$ cat config.mk
export PLATFORM = sky130hd
export DESIGN_NAME = ripl_seq
export DESIGN_NICKNAME = d
export VERILOG_FILES = /design/src/logic/ripl_pkg.sv /design/src/logic/ripl_copy.sv /design/src/logic/ripl_seq.sv
export VERILOG_INCLUDE_DIRS = /design/src /design/src/logic
export SDC_FILE = /design/constraint.sdc
export NUM_CORES = 1
export LEC_CHECK = 0
export ABC_CLOCK_PERIOD_IN_PS = 2200
export BUFFER_PORTS_ARGS = -buffer_cell sky130_fd_sc_hd__buf_2
export CORE_MARGIN = 1
export CORE_UTILIZATION = 25
export CTS_CLUSTER_DIAMETER = 40
export DETAILED_ROUTE_END_ITERATION = 8
export HOLD_SLACK_MARGIN = 0.12
export PLACE_DENSITY = 0.52
export SLEW_MARGIN = 20
export SYNTH_ARGS = -nofsm -noshare
export SYNTH_HDL_FRONTEND = slang
export SYNTH_SLANG_ARGS = --single-unit
$ cat constraint.sdc
create_clock -name hclk -period 2.2 [get_ports hclk]
set_input_delay 0.11 -clock hclk [delete_from_list [all_inputs] [get_ports hclk]]
set_output_delay 0.11 -clock hclk [all_outputs]
set_load 0.05 [all_outputs]
$ cat src/logic/ripl_defines.svh
// constants for the remote load sequencer
`ifndef RIPL_DEFINES_SVH
`define RIPL_DEFINES_SVH
`define RIPL_CTRL_OFS 32'h0000_0000
`define RIPL_STAT_OFS 32'h0000_0004
`define RIPL_IRQ_STAT_OFS 32'h0000_0008
`define RIPL_IRQ_CLR_OFS 32'h0000_000C
`define RIPL_IRQ_EN_OFS 32'h0000_0010
`define RIPL_ERR_OFS 32'h0000_0014
`define RIPL_CTRL_START_BIT 2
`define RIPL_CTRL_SELRPL_BIT 4
`define RIPL_CTRL_BOOTERR_BIT 8
`define RIPL_BOOT_BYTES 11'h400
`define RIPL_BOOT_BASE 20'h0_0000
`define RIPL_BOOT_ENTRY 20'h0_0010
`define RIPL_RESET_CYCLES 4'h8
`define RIPL_IRQ_BITS 4
`endif

$ cat src/logic/ripl_pkg.sv
// types for the remote load sequencer
package ripl_pkg;
  typedef enum logic [2:0]
  {
    RIPL_IDLE = 3'b000,
    RIPL_PH1 = 3'b001,
    RIPL_PH2 = 3'b010,
    RIPL_PH3 = 3'b011,
    RIPL_RUN = 3'b100,
    RIPL_HSTOP = 3'b101
  } ripl_state_t;
  typedef struct packed
  {
    logic load_ind;
    logic ph1_ind;
    logic ph2_ind;
    logic test_ind;
    logic hard_stop;
    logic rom_sel;
  } ripl_panel_t;
  typedef struct packed
  {
    logic key0_clear;
    logic mask_l2_5;
    logic unmask_l1;
    logic clr_latches;
    logic block_store;
    logic l1_request;
  } ripl_ccu_t;
endpackage

$ cat src/logic/ripl_copy.sv
// cycle steal copier: one byte per storage cycle from rom to main storage
`timescale 1ns/10ps
`default_nettype none
`include "ripl_defines.svh"
module ripl_copy
#(
  parameter int NBYTES = 1024
)
(
  // clock and reset
  input wire logic hclk,
  input wire logic hresetn,
  // control
  input wire logic start,
  output logic done,
  // rom side
  output logic [9:0] rom_addr,
  input wire logic [7:0] rom_data,
  // storage cycle steal side
  output logic cs_req,
  output logic [19:0] cs_addr,
  output logic [7:0] cs_data,
  input wire logic cs_ack
);
  typedef struct packed
  {
    logic busy;
    logic done;
    logic [10:0] cnt;
  } ripl_copy_st_t;
  ripl_copy_st_t st_r, st_nxt;
  // next state: one byte moves per acknowledged storage cycle
  always_comb
  begin
    st_nxt = st_r;
    st_nxt.done = 1'b0;
    if (start && !st_r.busy)
    begin
      st_nxt.busy = 1'b1;
      st_nxt.cnt = 11'h000;
    end
    else if (st_r.busy && cs_ack)
    begin
      // exactly one byte per acknowledge
      st_nxt.cnt = st_r.cnt + 11'h001;
      if (st_r.cnt == 11'(NBYTES - 1))
      begin
        st_nxt.busy = 1'b0;
        st_nxt.done = 1'b1;
      end
    end
  end
  // state register
  always_ff @(posedge hclk or negedge hresetn)
  begin
    if (!hresetn)
      st_r <= '0;
    else
      st_r <= st_nxt;
  end
  assign done = st_r.done;
  assign rom_addr = st_r.cnt[9:0];
  assign cs_req = st_r.busy;
  // destination starts at the bootstrap base
  assign cs_addr = `RIPL_BOOT_BASE + {10'h000, st_r.cnt[9:0]};
  assign cs_data = rom_data;
endmodule
`default_nettype wire

$ cat src/logic/ripl_seq.sv
// remote load sequencer top: start decode, three phases, ahb-lite registers
//
// Function
// - accept starts only in normal run position
// - start on load, power-on, or unit check
// - program output start bit begins load
// - program start selects loader rom if latched
// - all adapters disabled selects loader rom; the code also requires adapter_switches_off
// - phase 1 lights load, phase1, resets unit
// - reset clears first key, lights test
// - mask levels two to five, unmask one
// - clear latches, requests, stops; block storage
// - phase 1 indicator off when reset completes
// - copy 1024 bytes to address zero
// - cycle steal moves one byte per cycle
// - phase 2 indicator off after copy
// - phase 3 lights both, raises level one
// - bootstrap begins at address sixteen hex
// - bootstrap error gives hard stop, code shown
//
// The implementer's own choices: the AHB-Lite slave port and the placing of the registers.
`timescale 1ns/10ps
`default_nettype none
`include "ripl_defines.svh"
module ripl_seq
#(
  parameter int NBYTES = 1024,
  parameter logic [3:0] RESET_CYCLES = `RIPL_RESET_CYCLES
)
(
  // clock and reset
  input wire logic hclk,
  input wire logic hresetn,
  // ahb-lite slave
  input wire logic hsel,
  input wire logic [31:0] haddr,
  input wire logic [1:0] htrans,
  input wire logic hwrite,
  input wire logic [2:0] hsize,
  input wire logic [31:0] hwdata,
  input wire logic hready,
  output logic [31:0] hrdata,
  output logic hreadyout,
  output logic hresp,
  // panel and unit inputs
  input wire logic diag_process,
  input wire logic load_button,
  input wire logic power_on_button,
  input wire logic unit_check,
  input wire logic adapters_disabled,
  input wire logic adapter_switches_off,
  // rom and cycle steal
  output logic [9:0] rom_addr,
  input wire logic [7:0] rom_data,
  output logic cs_req,
  output logic [19:0] cs_addr,
  output logic [7:0] cs_data,
  input wire logic cs_ack,
  // panel indicators and unit controls
  output ripl_pkg::ripl_panel_t panel,
  output ripl_pkg::ripl_ccu_t central_control_unit,
  output logic [19:0] start_addr,
  output logic start_exec,
  output logic [7:0] err_display,
  output logic irq
);
  typedef struct packed
  {
    ripl_pkg::ripl_state_t state;
    ripl_pkg::ripl_panel_t panel;
    ripl_pkg::ripl_ccu_t central_control_unit;
    logic sel_latch;
    logic [3:0] rcnt;
    logic copy_go;
    logic exec;
    logic [19:0] saddr;
    logic [7:0] err;
    logic [3:0] ist;
    logic [3:0] ien;
    logic aphase;
    logic awr;
    logic [2:0] aidx;
    logic [31:0] rdata;
    logic irq; // registered so the pin comes straight off a flop
  } ripl_st_t;
  ripl_st_t s_r, s_nxt;
  logic copy_done;
  logic [9:0] c_rom_addr;
  logic c_cs_req;
  logic [19:0] c_cs_addr;
  logic [7:0] c_cs_data;
  logic [3:0] ev;
  logic button_start;
  logic prog_start;
  logic boot_err;
  logic wr_ctrl;
  logic addr_ok; // address inside the eight-word window
  // byte copier for phase 2
  ripl_copy #(.NBYTES(NBYTES)) u_copy
  (
    .hclk(hclk),
    .hresetn(hresetn),
    .start(s_r.copy_go),
    .done(copy_done),
    .rom_addr(c_rom_addr),
    .rom_data(rom_data),
    .cs_req(c_cs_req),
    .cs_addr(c_cs_addr),
    .cs_data(c_cs_data),
    .cs_ack(cs_ack)
  );
  // decode helpers: data phase write, start buttons, address window
  always_comb
  begin
    wr_ctrl = s_r.aphase && s_r.awr && (s_r.aidx == 3'h0);
    prog_start = wr_ctrl && hwdata[`RIPL_CTRL_START_BIT];
    boot_err = wr_ctrl && hwdata[`RIPL_CTRL_BOOTERR_BIT];
    button_start = load_button || power_on_button || unit_check;
    // aliases above the window must not reach the control word
    addr_ok = (haddr[31:5] == 27'h000_0000);
  end
  // all next-state logic
  always_comb
  begin
    s_nxt = s_r;
    s_nxt.copy_go = 1'b0;
    s_nxt.exec = 1'b0;
    ev = 4'h0;
    // bus address phase capture; slave is always zero wait
    s_nxt.aphase = hsel && hready && htrans[1] && addr_ok;
    if (hsel && hready && htrans[1] && addr_ok)
    begin
      s_nxt.awr = hwrite;
      s_nxt.aidx = haddr[4:2];
    end
    // latch program selection of the loader rom
    if (wr_ctrl)
      s_nxt.sel_latch = hwdata[`RIPL_CTRL_SELRPL_BIT];
    // sequencer
    unique case (s_r.state)
      ripl_pkg::RIPL_IDLE, ripl_pkg::RIPL_RUN, ripl_pkg::RIPL_HSTOP:
      begin
        // starts are ignored unless switch is in process position
        if (diag_process && (button_start || prog_start))
        begin
          s_nxt.state = ripl_pkg::RIPL_PH1;
          s_nxt.panel.load_ind = 1'b1;
          s_nxt.panel.ph1_ind = 1'b1;
          s_nxt.panel.ph2_ind = 1'b0;
          s_nxt.panel.hard_stop = 1'b0;
          // rom choice: latched program request, or no usable adapter
          s_nxt.panel.rom_sel = (prog_start && s_r.sel_latch)
            || (adapters_disabled && adapter_switches_off);
          // general reset is asserted from the first phase 1 cycle on
          s_nxt.central_control_unit = '0;
          s_nxt.central_control_unit.key0_clear = 1'b1;
          s_nxt.panel.test_ind = 1'b1;
          s_nxt.central_control_unit.mask_l2_5 = 1'b1;
          s_nxt.central_control_unit.unmask_l1 = 1'b1;
          s_nxt.central_control_unit.clr_latches = 1'b1;
          s_nxt.central_control_unit.block_store = 1'b1;
          s_nxt.rcnt = RESET_CYCLES;
          ev[0] = 1'b1;
        end
      end
      ripl_pkg::RIPL_PH1:
      begin
        // general reset held for a fixed number of cycles
        s_nxt.central_control_unit.key0_clear = 1'b1;
        s_nxt.panel.test_ind = 1'b1;
        s_nxt.central_control_unit.mask_l2_5 = 1'b1;
        s_nxt.central_control_unit.unmask_l1 = 1'b1;
        s_nxt.central_control_unit.clr_latches = 1'b1;
        s_nxt.central_control_unit.block_store = 1'b1;
        s_nxt.panel.hard_stop = 1'b0;
        s_nxt.rcnt = s_r.rcnt - 4'h1;
        if (s_r.rcnt == 4'h1)
        begin
          // reset done: indicator off, next phase only now
          s_nxt.panel.ph1_ind = 1'b0;
          s_nxt.central_control_unit.clr_latches = 1'b0;
          s_nxt.central_control_unit.block_store = 1'b0;
          s_nxt.panel.ph2_ind = 1'b1;
          s_nxt.copy_go = 1'b1;
          s_nxt.state = ripl_pkg::RIPL_PH2;
        end
      end
      ripl_pkg::RIPL_PH2:
      begin
        // indicator stays lit until the last byte lands
        if (copy_done)
        begin
          s_nxt.panel.ph2_ind = 1'b0;
          s_nxt.state = ripl_pkg::RIPL_PH3;
          ev[1] = 1'b1;
        end
      end
      ripl_pkg::RIPL_PH3:
      begin
        s_nxt.panel.ph1_ind = 1'b1;
        s_nxt.panel.ph2_ind = 1'b1;
        s_nxt.central_control_unit.l1_request = 1'b1;
        s_nxt.saddr = `RIPL_BOOT_ENTRY;
        s_nxt.exec = 1'b1;
        s_nxt.state = ripl_pkg::RIPL_RUN;
      end
      default:
      begin
        s_nxt.state = ripl_pkg::RIPL_IDLE;
      end
    endcase
    // bootstrap reports a first-section error: hard stop with code
    if (boot_err && (s_r.state == ripl_pkg::RIPL_RUN))
    begin
      s_nxt.panel.hard_stop = 1'b1;
      s_nxt.err = hwdata[23:16];
      s_nxt.state = ripl_pkg::RIPL_HSTOP;
      ev[2] = 1'b1;
    end
    ev[3] = unit_check && !s_r.ist[3];
    // sticky status: set wins over clear
    if (s_r.aphase && s_r.awr && (s_r.aidx == 3'h3))
      s_nxt.ist = s_r.ist & ~hwdata[3:0];
    s_nxt.ist = s_nxt.ist | ev;
    if (s_r.aphase && s_r.awr && (s_r.aidx == 3'h4))
      s_nxt.ien = hwdata[3:0];
    // level interrupt from the next status and enable
    s_nxt.irq = |(s_nxt.ist & s_nxt.ien);
    // read data, registered for the next data phase
    s_nxt.rdata = 32'h0000_0000;
    if (hsel && hready && htrans[1] && !hwrite && addr_ok)
    begin
      unique case (haddr[4:2])
        3'h0: s_nxt.rdata = {27'h000_0000, s_r.sel_latch, 4'h0};
        3'h1: s_nxt.rdata = {21'h00_0000, s_r.state, 2'h0, s_r.panel};
        3'h2: s_nxt.rdata = {28'h000_0000, s_r.ist};
        3'h4: s_nxt.rdata = {28'h000_0000, s_r.ien};
        3'h5: s_nxt.rdata = {24'h00_0000, s_r.err};
        default: s_nxt.rdata = 32'h0000_0000;
      endcase
    end
  end
  // state register
  always_ff @(posedge hclk or negedge hresetn)
  begin
    if (!hresetn)
      s_r <= '0;
    else
      s_r <= s_nxt;
  end
  // outputs
  assign hrdata = s_r.rdata;
  assign hreadyout = 1'b1;
  assign hresp = 1'b0;
  assign panel = s_r.panel;
  assign central_control_unit = s_r.central_control_unit;
  assign start_addr = s_r.saddr;
  assign start_exec = s_r.exec;
  assign err_display = s_r.err;
  assign irq = s_r.irq;
  assign rom_addr = c_rom_addr;
  assign cs_req = c_cs_req;
  assign cs_addr = c_cs_addr;
  assign cs_data = c_cs_data;
endmodule
`default_nettype wire

After elaboration in Yosys (flattened, before gate mapping)
Cells that the tools add are included.
- add/subtract/negate cells: 2
- multipliers: 0
- div/mod/pow operators: 0
- order comparisons: 0
- equality and inequality tests: 19
- shift operators: 0
- multiplexer cells: 33
- bitwise gates (word level): 4
- reduce and logical (&&, ||, !) cells: 46
- operator list (kind ; number):
    $pmux 11 s5 ; 1
    $logic_not 27->1 ; 1
    $mux 11 ; 2
    $mux 21 ; 1
    $logic_and 1x1->1 ; 18
    $eq 3x3->1 const B ; 5
    $mux 15 ; 1
    $mux 13 ; 1
    $eq 3x2->1 const B ; 4
    $mux 4 ; 3
    $pmux 3 s4 ; 1
    $add 11x1->11 const B ; 1
    $eq 11x10->1 const B ; 1
    $mux 1 ; 11
    $pmux 5 s2 ; 1
    $reduce_and 2->1 ; 5
    $logic_not 3->1 ; 3
    $mux 3 ; 3
    $and 4x4->4 ; 2
    $pmux 4 s2 ; 1
    $reduce_bool 2->1 ; 4
    $eq 3x1->1 const B ; 2
    $mux 2 ; 3
    $ne 3x3->1 const B ; 2
    19 further kinds ; 27
- register bits after elaboration: 90
- bits in latches: 0
- RAM bits: 0
- memory bits (read-only): 0
- output and inout bits: 115
- word-level logic and storage cells: 133
- memories kept: 0

Depth between registers and ports, before layout
- word-level depth: 10
- gate-level depth with buffers: 6

Cells and area by module
Synthesis repeated with hierarchy kept, for this count alone.
- cell total of the unflattened synthesis: 391
- area total of the unflattened synthesis: 3912.5 um2
- by module, submodules not included (module ; times used ; cells each ; area an instance (um2)):
    ripl_seq ; 1 ; 288 ; 2959.1
    ripl_copy ; 1 ; 103 ; 953.4

Worst setup path after synthesis
Ideal clock, no wire load.
- path kind: reg-to-reg
- from: reg s_r[35] (netlist bit)
- to: reg s_r (netlist bit panel[0])
- arrival: 1.562 ns
- setup slack: 0.514 ns
- stages on the path, launching flop included: 5
- buffers on the path: 0
- period minus slack after synthesis: 1.686 ns
- cell sequence: dfrtp_1 > nand3b_4 > o41a_1 > nor3_4 > mux2_2
- cells in the longest elaborated chain, start to end: 6
- elaborated cells on any way between the ends: 8
- classes of those cells: reduce/logical (8)
- RTL lines (item ; RTL line ; source):
    start, declared ; ripl_seq.sv:86 ; ripl_st_t s_r, s_nxt;
    start signal, assigned ; ripl_seq.sv:249 ; s_r <= s_nxt;
    $logic_not 3->1 (*) ; ripl_seq.sv:115 ; wr_ctrl = s_r.aphase && s_r.awr && (s_r.aidx == 3'h0);
    $logic_and 1x1->1 (*) ; ripl_seq.sv:115 ;
    $logic_and 1x1->1 (*) ; ripl_seq.sv:116 ; prog_start = wr_ctrl && hwdata[`RIPL_CTRL_START_BIT];
    $logic_or 1x1->1 ; ripl_seq.sv:144 ; if (diag_process && (button_start || prog_start))
    $logic_and 1x1->1 ; ripl_seq.sv:144 ;
    $reduce_and 2->1 (no source line) ; n/a ;
Mark *: on every way between the ends. The rest lies on a longest branch, timed or not.
A chain may end at the register's enable or synchronous reset.

==> summary.txt <==
Run status
  • Status: finished, final reports clean

Placed design
  • Final GP Congestion: 0.824
  • Area post-placement: 4090 um^2
  • Hpwl dp: 6.94 mm
  • Buffers on Ports: 111

Final layout
  • Util after Layout: 30.4%
  • # fillers: 1591
  • Final instance area: 4640 um^2
  • Final Net Count: 575
  • Sequential Area: between 1500 and 2000 um^2
  • N_diodes: 0
  • Area delta synth->final: 18.5%
  • Share of layout cells above drive strength 1: between 30% and 40%
  • Multi-input logic area: 1540 um^2

STA
  • Final-report max-slew violation count: 0
  • Setup TNS Final: 0 ps
  • Finish-stage setup viols: 0
  • Final period utilization: a little over nine tenths
  • Max_slew headroom: 54.8%
  • Fin crit period: 2110 ps
  • Hold Fails Final Rpt: 0
  • Max Clock Freq: 475 MHz
  • Worst Skew: 7.96 ps
  • Worst-Margin Slew: 677 ps
  • Unrepaired setup endpoints after global routing: false

Clock network
  • Cts repair resizes: 0
  • Clock Path Buffers: 2
  • Clock Sinks: 65
  • Root Buffer: clkbuf_16
  • Number of H-tree levels: 3
  • TritonCTS Buffers: 9
  • TritonCTS clock tree: yes
  • Clock transition time at the flip-flop clock pins of the worst setup and hold paths: 60 ps
  • Worst skew pair latency: 330 ps

Synthesis
  • Cell taking the most area after synthesis: dfrtp_1
  • Sequential fraction of the synthesis area: 41.6%
  • Synth top area cells: dfrtp_1, buf_4, nand2_1, mux2_2, nand3_1
  • Yosys reg bits: 65
  • Syn Inst Count: around 400
  • Avg Cell Area, Syn: 9.68 um^2
  • Mapped Area: 3910 um^2
  • Asr flop ratio synth: between 90% and 100%
  • Post-synth EDFFs: 0
  • Yosys Warn Count: 0
  • Fraction of synthesized cell area taken by the top area cell type: 41.6%
  • Most numerous cell in the Yosys netlist: buf_4
  • Synth unique cells: 60
  • Synth top cells by count: buf_4, dfrtp_1, nand2_1
  • Primary FF master, synth: dfrtp_1

GRT
  • First-pass GRT wire length: 14.3 mm
  • Largest net degree at the start of global routing: 39
  • GRT overflow: 0
  • Antenna violations before repair: 0
  • Vias in the first global route: 2686
  • Total track usage: 11.6%

Flow run
  • Max-cap viol count: 0

Hold path
  • HP Class: primary input to flop
  • Hold_sp: adapter_switches_off

Routing
  • Initial drt markers: 188
  • Vias/cell: 4.10
  • Post-Route WL: a little over 9 mm
  • Antenna Violating Nets Remaining: 0
  • DRT Pass-1 Iters: 4
  • Post-DR wirelength/cell: 13.1 um
  • # DRC: 0
  • Vias: 2866

Pwr
  • Worst VDD drop: 0.459 mV
  • P_leak: 2.37 nW
  • P per Cell Area: approximately 1000 nW/um^2

Floorplan
  • Standard-cell rows: 45
  • Die Y: ~130 um
  • Core Region: 15300 um^2
  • Number of top-level pins: 204
  • Initial Util: between 20% and 30%
  • Die footprint: 16200 um^2
  • Die width: 127 um

Critical path
  • Startpoint Class: primary input
  • CP endpoint kind: flop
  • Critical-path maximum fanout: 9
  • Req. time, crit path: 2460 ps
  • CP arrival: between 2000 and 2500 ps
  • RR Startpoint: s_r[35]$_DFFE_PN0P_
  • Crit path kind: primary input to flop
  • Crit path from: haddr[15]
[cell families (layout without fill, tap and decap cells)]
| family | count (synthesis) | count (layout) | synth area share (%) |
|---|---|---|---|
| buffers and inverters | 135 | 169 | 24.0 |
| xor gates and xnor gates | 2 | 2 | 0.448 |
| muxes | 15 | 15 | 4.22 |
| adders and majority gates | 3 | 3 | 0.959 |
| AOI/OAI and AO/OA | 53 | 53 | 9.82 |
| other | 2 | 52 | 0.192 |
| and+or+nand+nor | 129 | 129 | 18.8 |
| DFF | 65 | 65 | 41.6 |
[layer usage]
| layer | global-route usage [%] | share of wire, % | up-vias |
|---|---|---|---|
| met3 | 3.31 | 5.0 | 7 |
| met5 | 0 | 0 | - |
| met4 | 4.48 | 1.3 | 0 |
| met1 | 15.9 | 50 | 1359 |
| met2 | 17.1 | 44 | 102 |
| li1 | - | - | 1398 |
[state kept, by name (all words and copies together), names as in the netlist]
register              count
u_copy.rom_addr          10
irq                       1
s_r                      22
u_copy.cs_req             1
hrdata                   11
u_copy.st_r               1
err_display               8
central_control_unit      2
start_exec                1
panel                     6
u_copy.done               1
start_addr                1
[metrics by stage]
step	std cells	hold WS [ps]	total power (W)	worst slack, ps
4_1_cts	695	121	0.00489	86.9
3_3_place_gp	659	188	0.00333	348
2_1_floorplan	454	-186	0.00326	514
6_report	699	157	0.00483	93.9
3_5_place_dp	659	212	0.00335	330
5_1_grt	699	150	0.00511	29.4
[worst max-delay path: stages]
cell,delay (ps)
dlygate4sd3_1,540
buf_2,120
nor4_1,150
nand2_1,120
nor3_4,380
nor4b_1,340
dlygate4sd3_1,600
[where the power goes]
group	internal (W)	switching [W]	total (W)
clock	0.000967	0.000516	0.00148
combinational	0.000489	0.00126	0.00175
sequential	0.00137	0.000230	0.00160
[what timing repair did]
item	4_1_cts	5_1_grt
endpoints found under the hold margin	48	0
endpoints found under the setup margin	0	1
hold buffers	20	0
setup buffers	0	4
[layout by cell type (no fill, tap or decap), drive strengths merged, types with 3 or more instances in the layout]
cell type	n
a21oi	4
o21ai	12
nor3b	3
nor4	7
a22oi	5
clkbuf	12
nand3	18
nand2b	4
inv	12
mux2	12
nor3	7
mux2i	3
dlygate4sd3	20
nor2	13
o211ai	4
nand2	43
and3	6
conb	52
nand4	4
o31ai	4
o2bb2ai	3
buf	121
a31oi	3
ha	3
dfrtp	65
a21o	3
and4b	5
[area by class of cell]
class	instances	share of cell area, %
Tap cell	211	5.69
Multi-Input combinational cell	254	33.2
Sequential cell	65	35.1
Clock buffer	12	5.75
Inverter	12	0.971
Clock inverter	4	1.08
Timing Repair Buffer	141	18.2
[final timing paths]
check / end / slack (ps) / cells past startpoint
setup / recovery: hrdata[4]$_DFF_PN0_ / 90 / 7
hold / removal: panel[0]$_DFFE_PN0P_ / 160 / 3
setup reg to reg: panel[0]$_DFFE_PN0P_ / 310 / 4
hold reg to reg: start_addr[4]$_DFFE_PN0P_ / 480 / 1
max in group asynchronous: panel[1]$_DFFE_PN0P_ / 1200 / 3
min in group asynchronous: irq$_DFF_PN0_ / 350 / 2
Note: power is estimated with default switching activity, not from simulation.
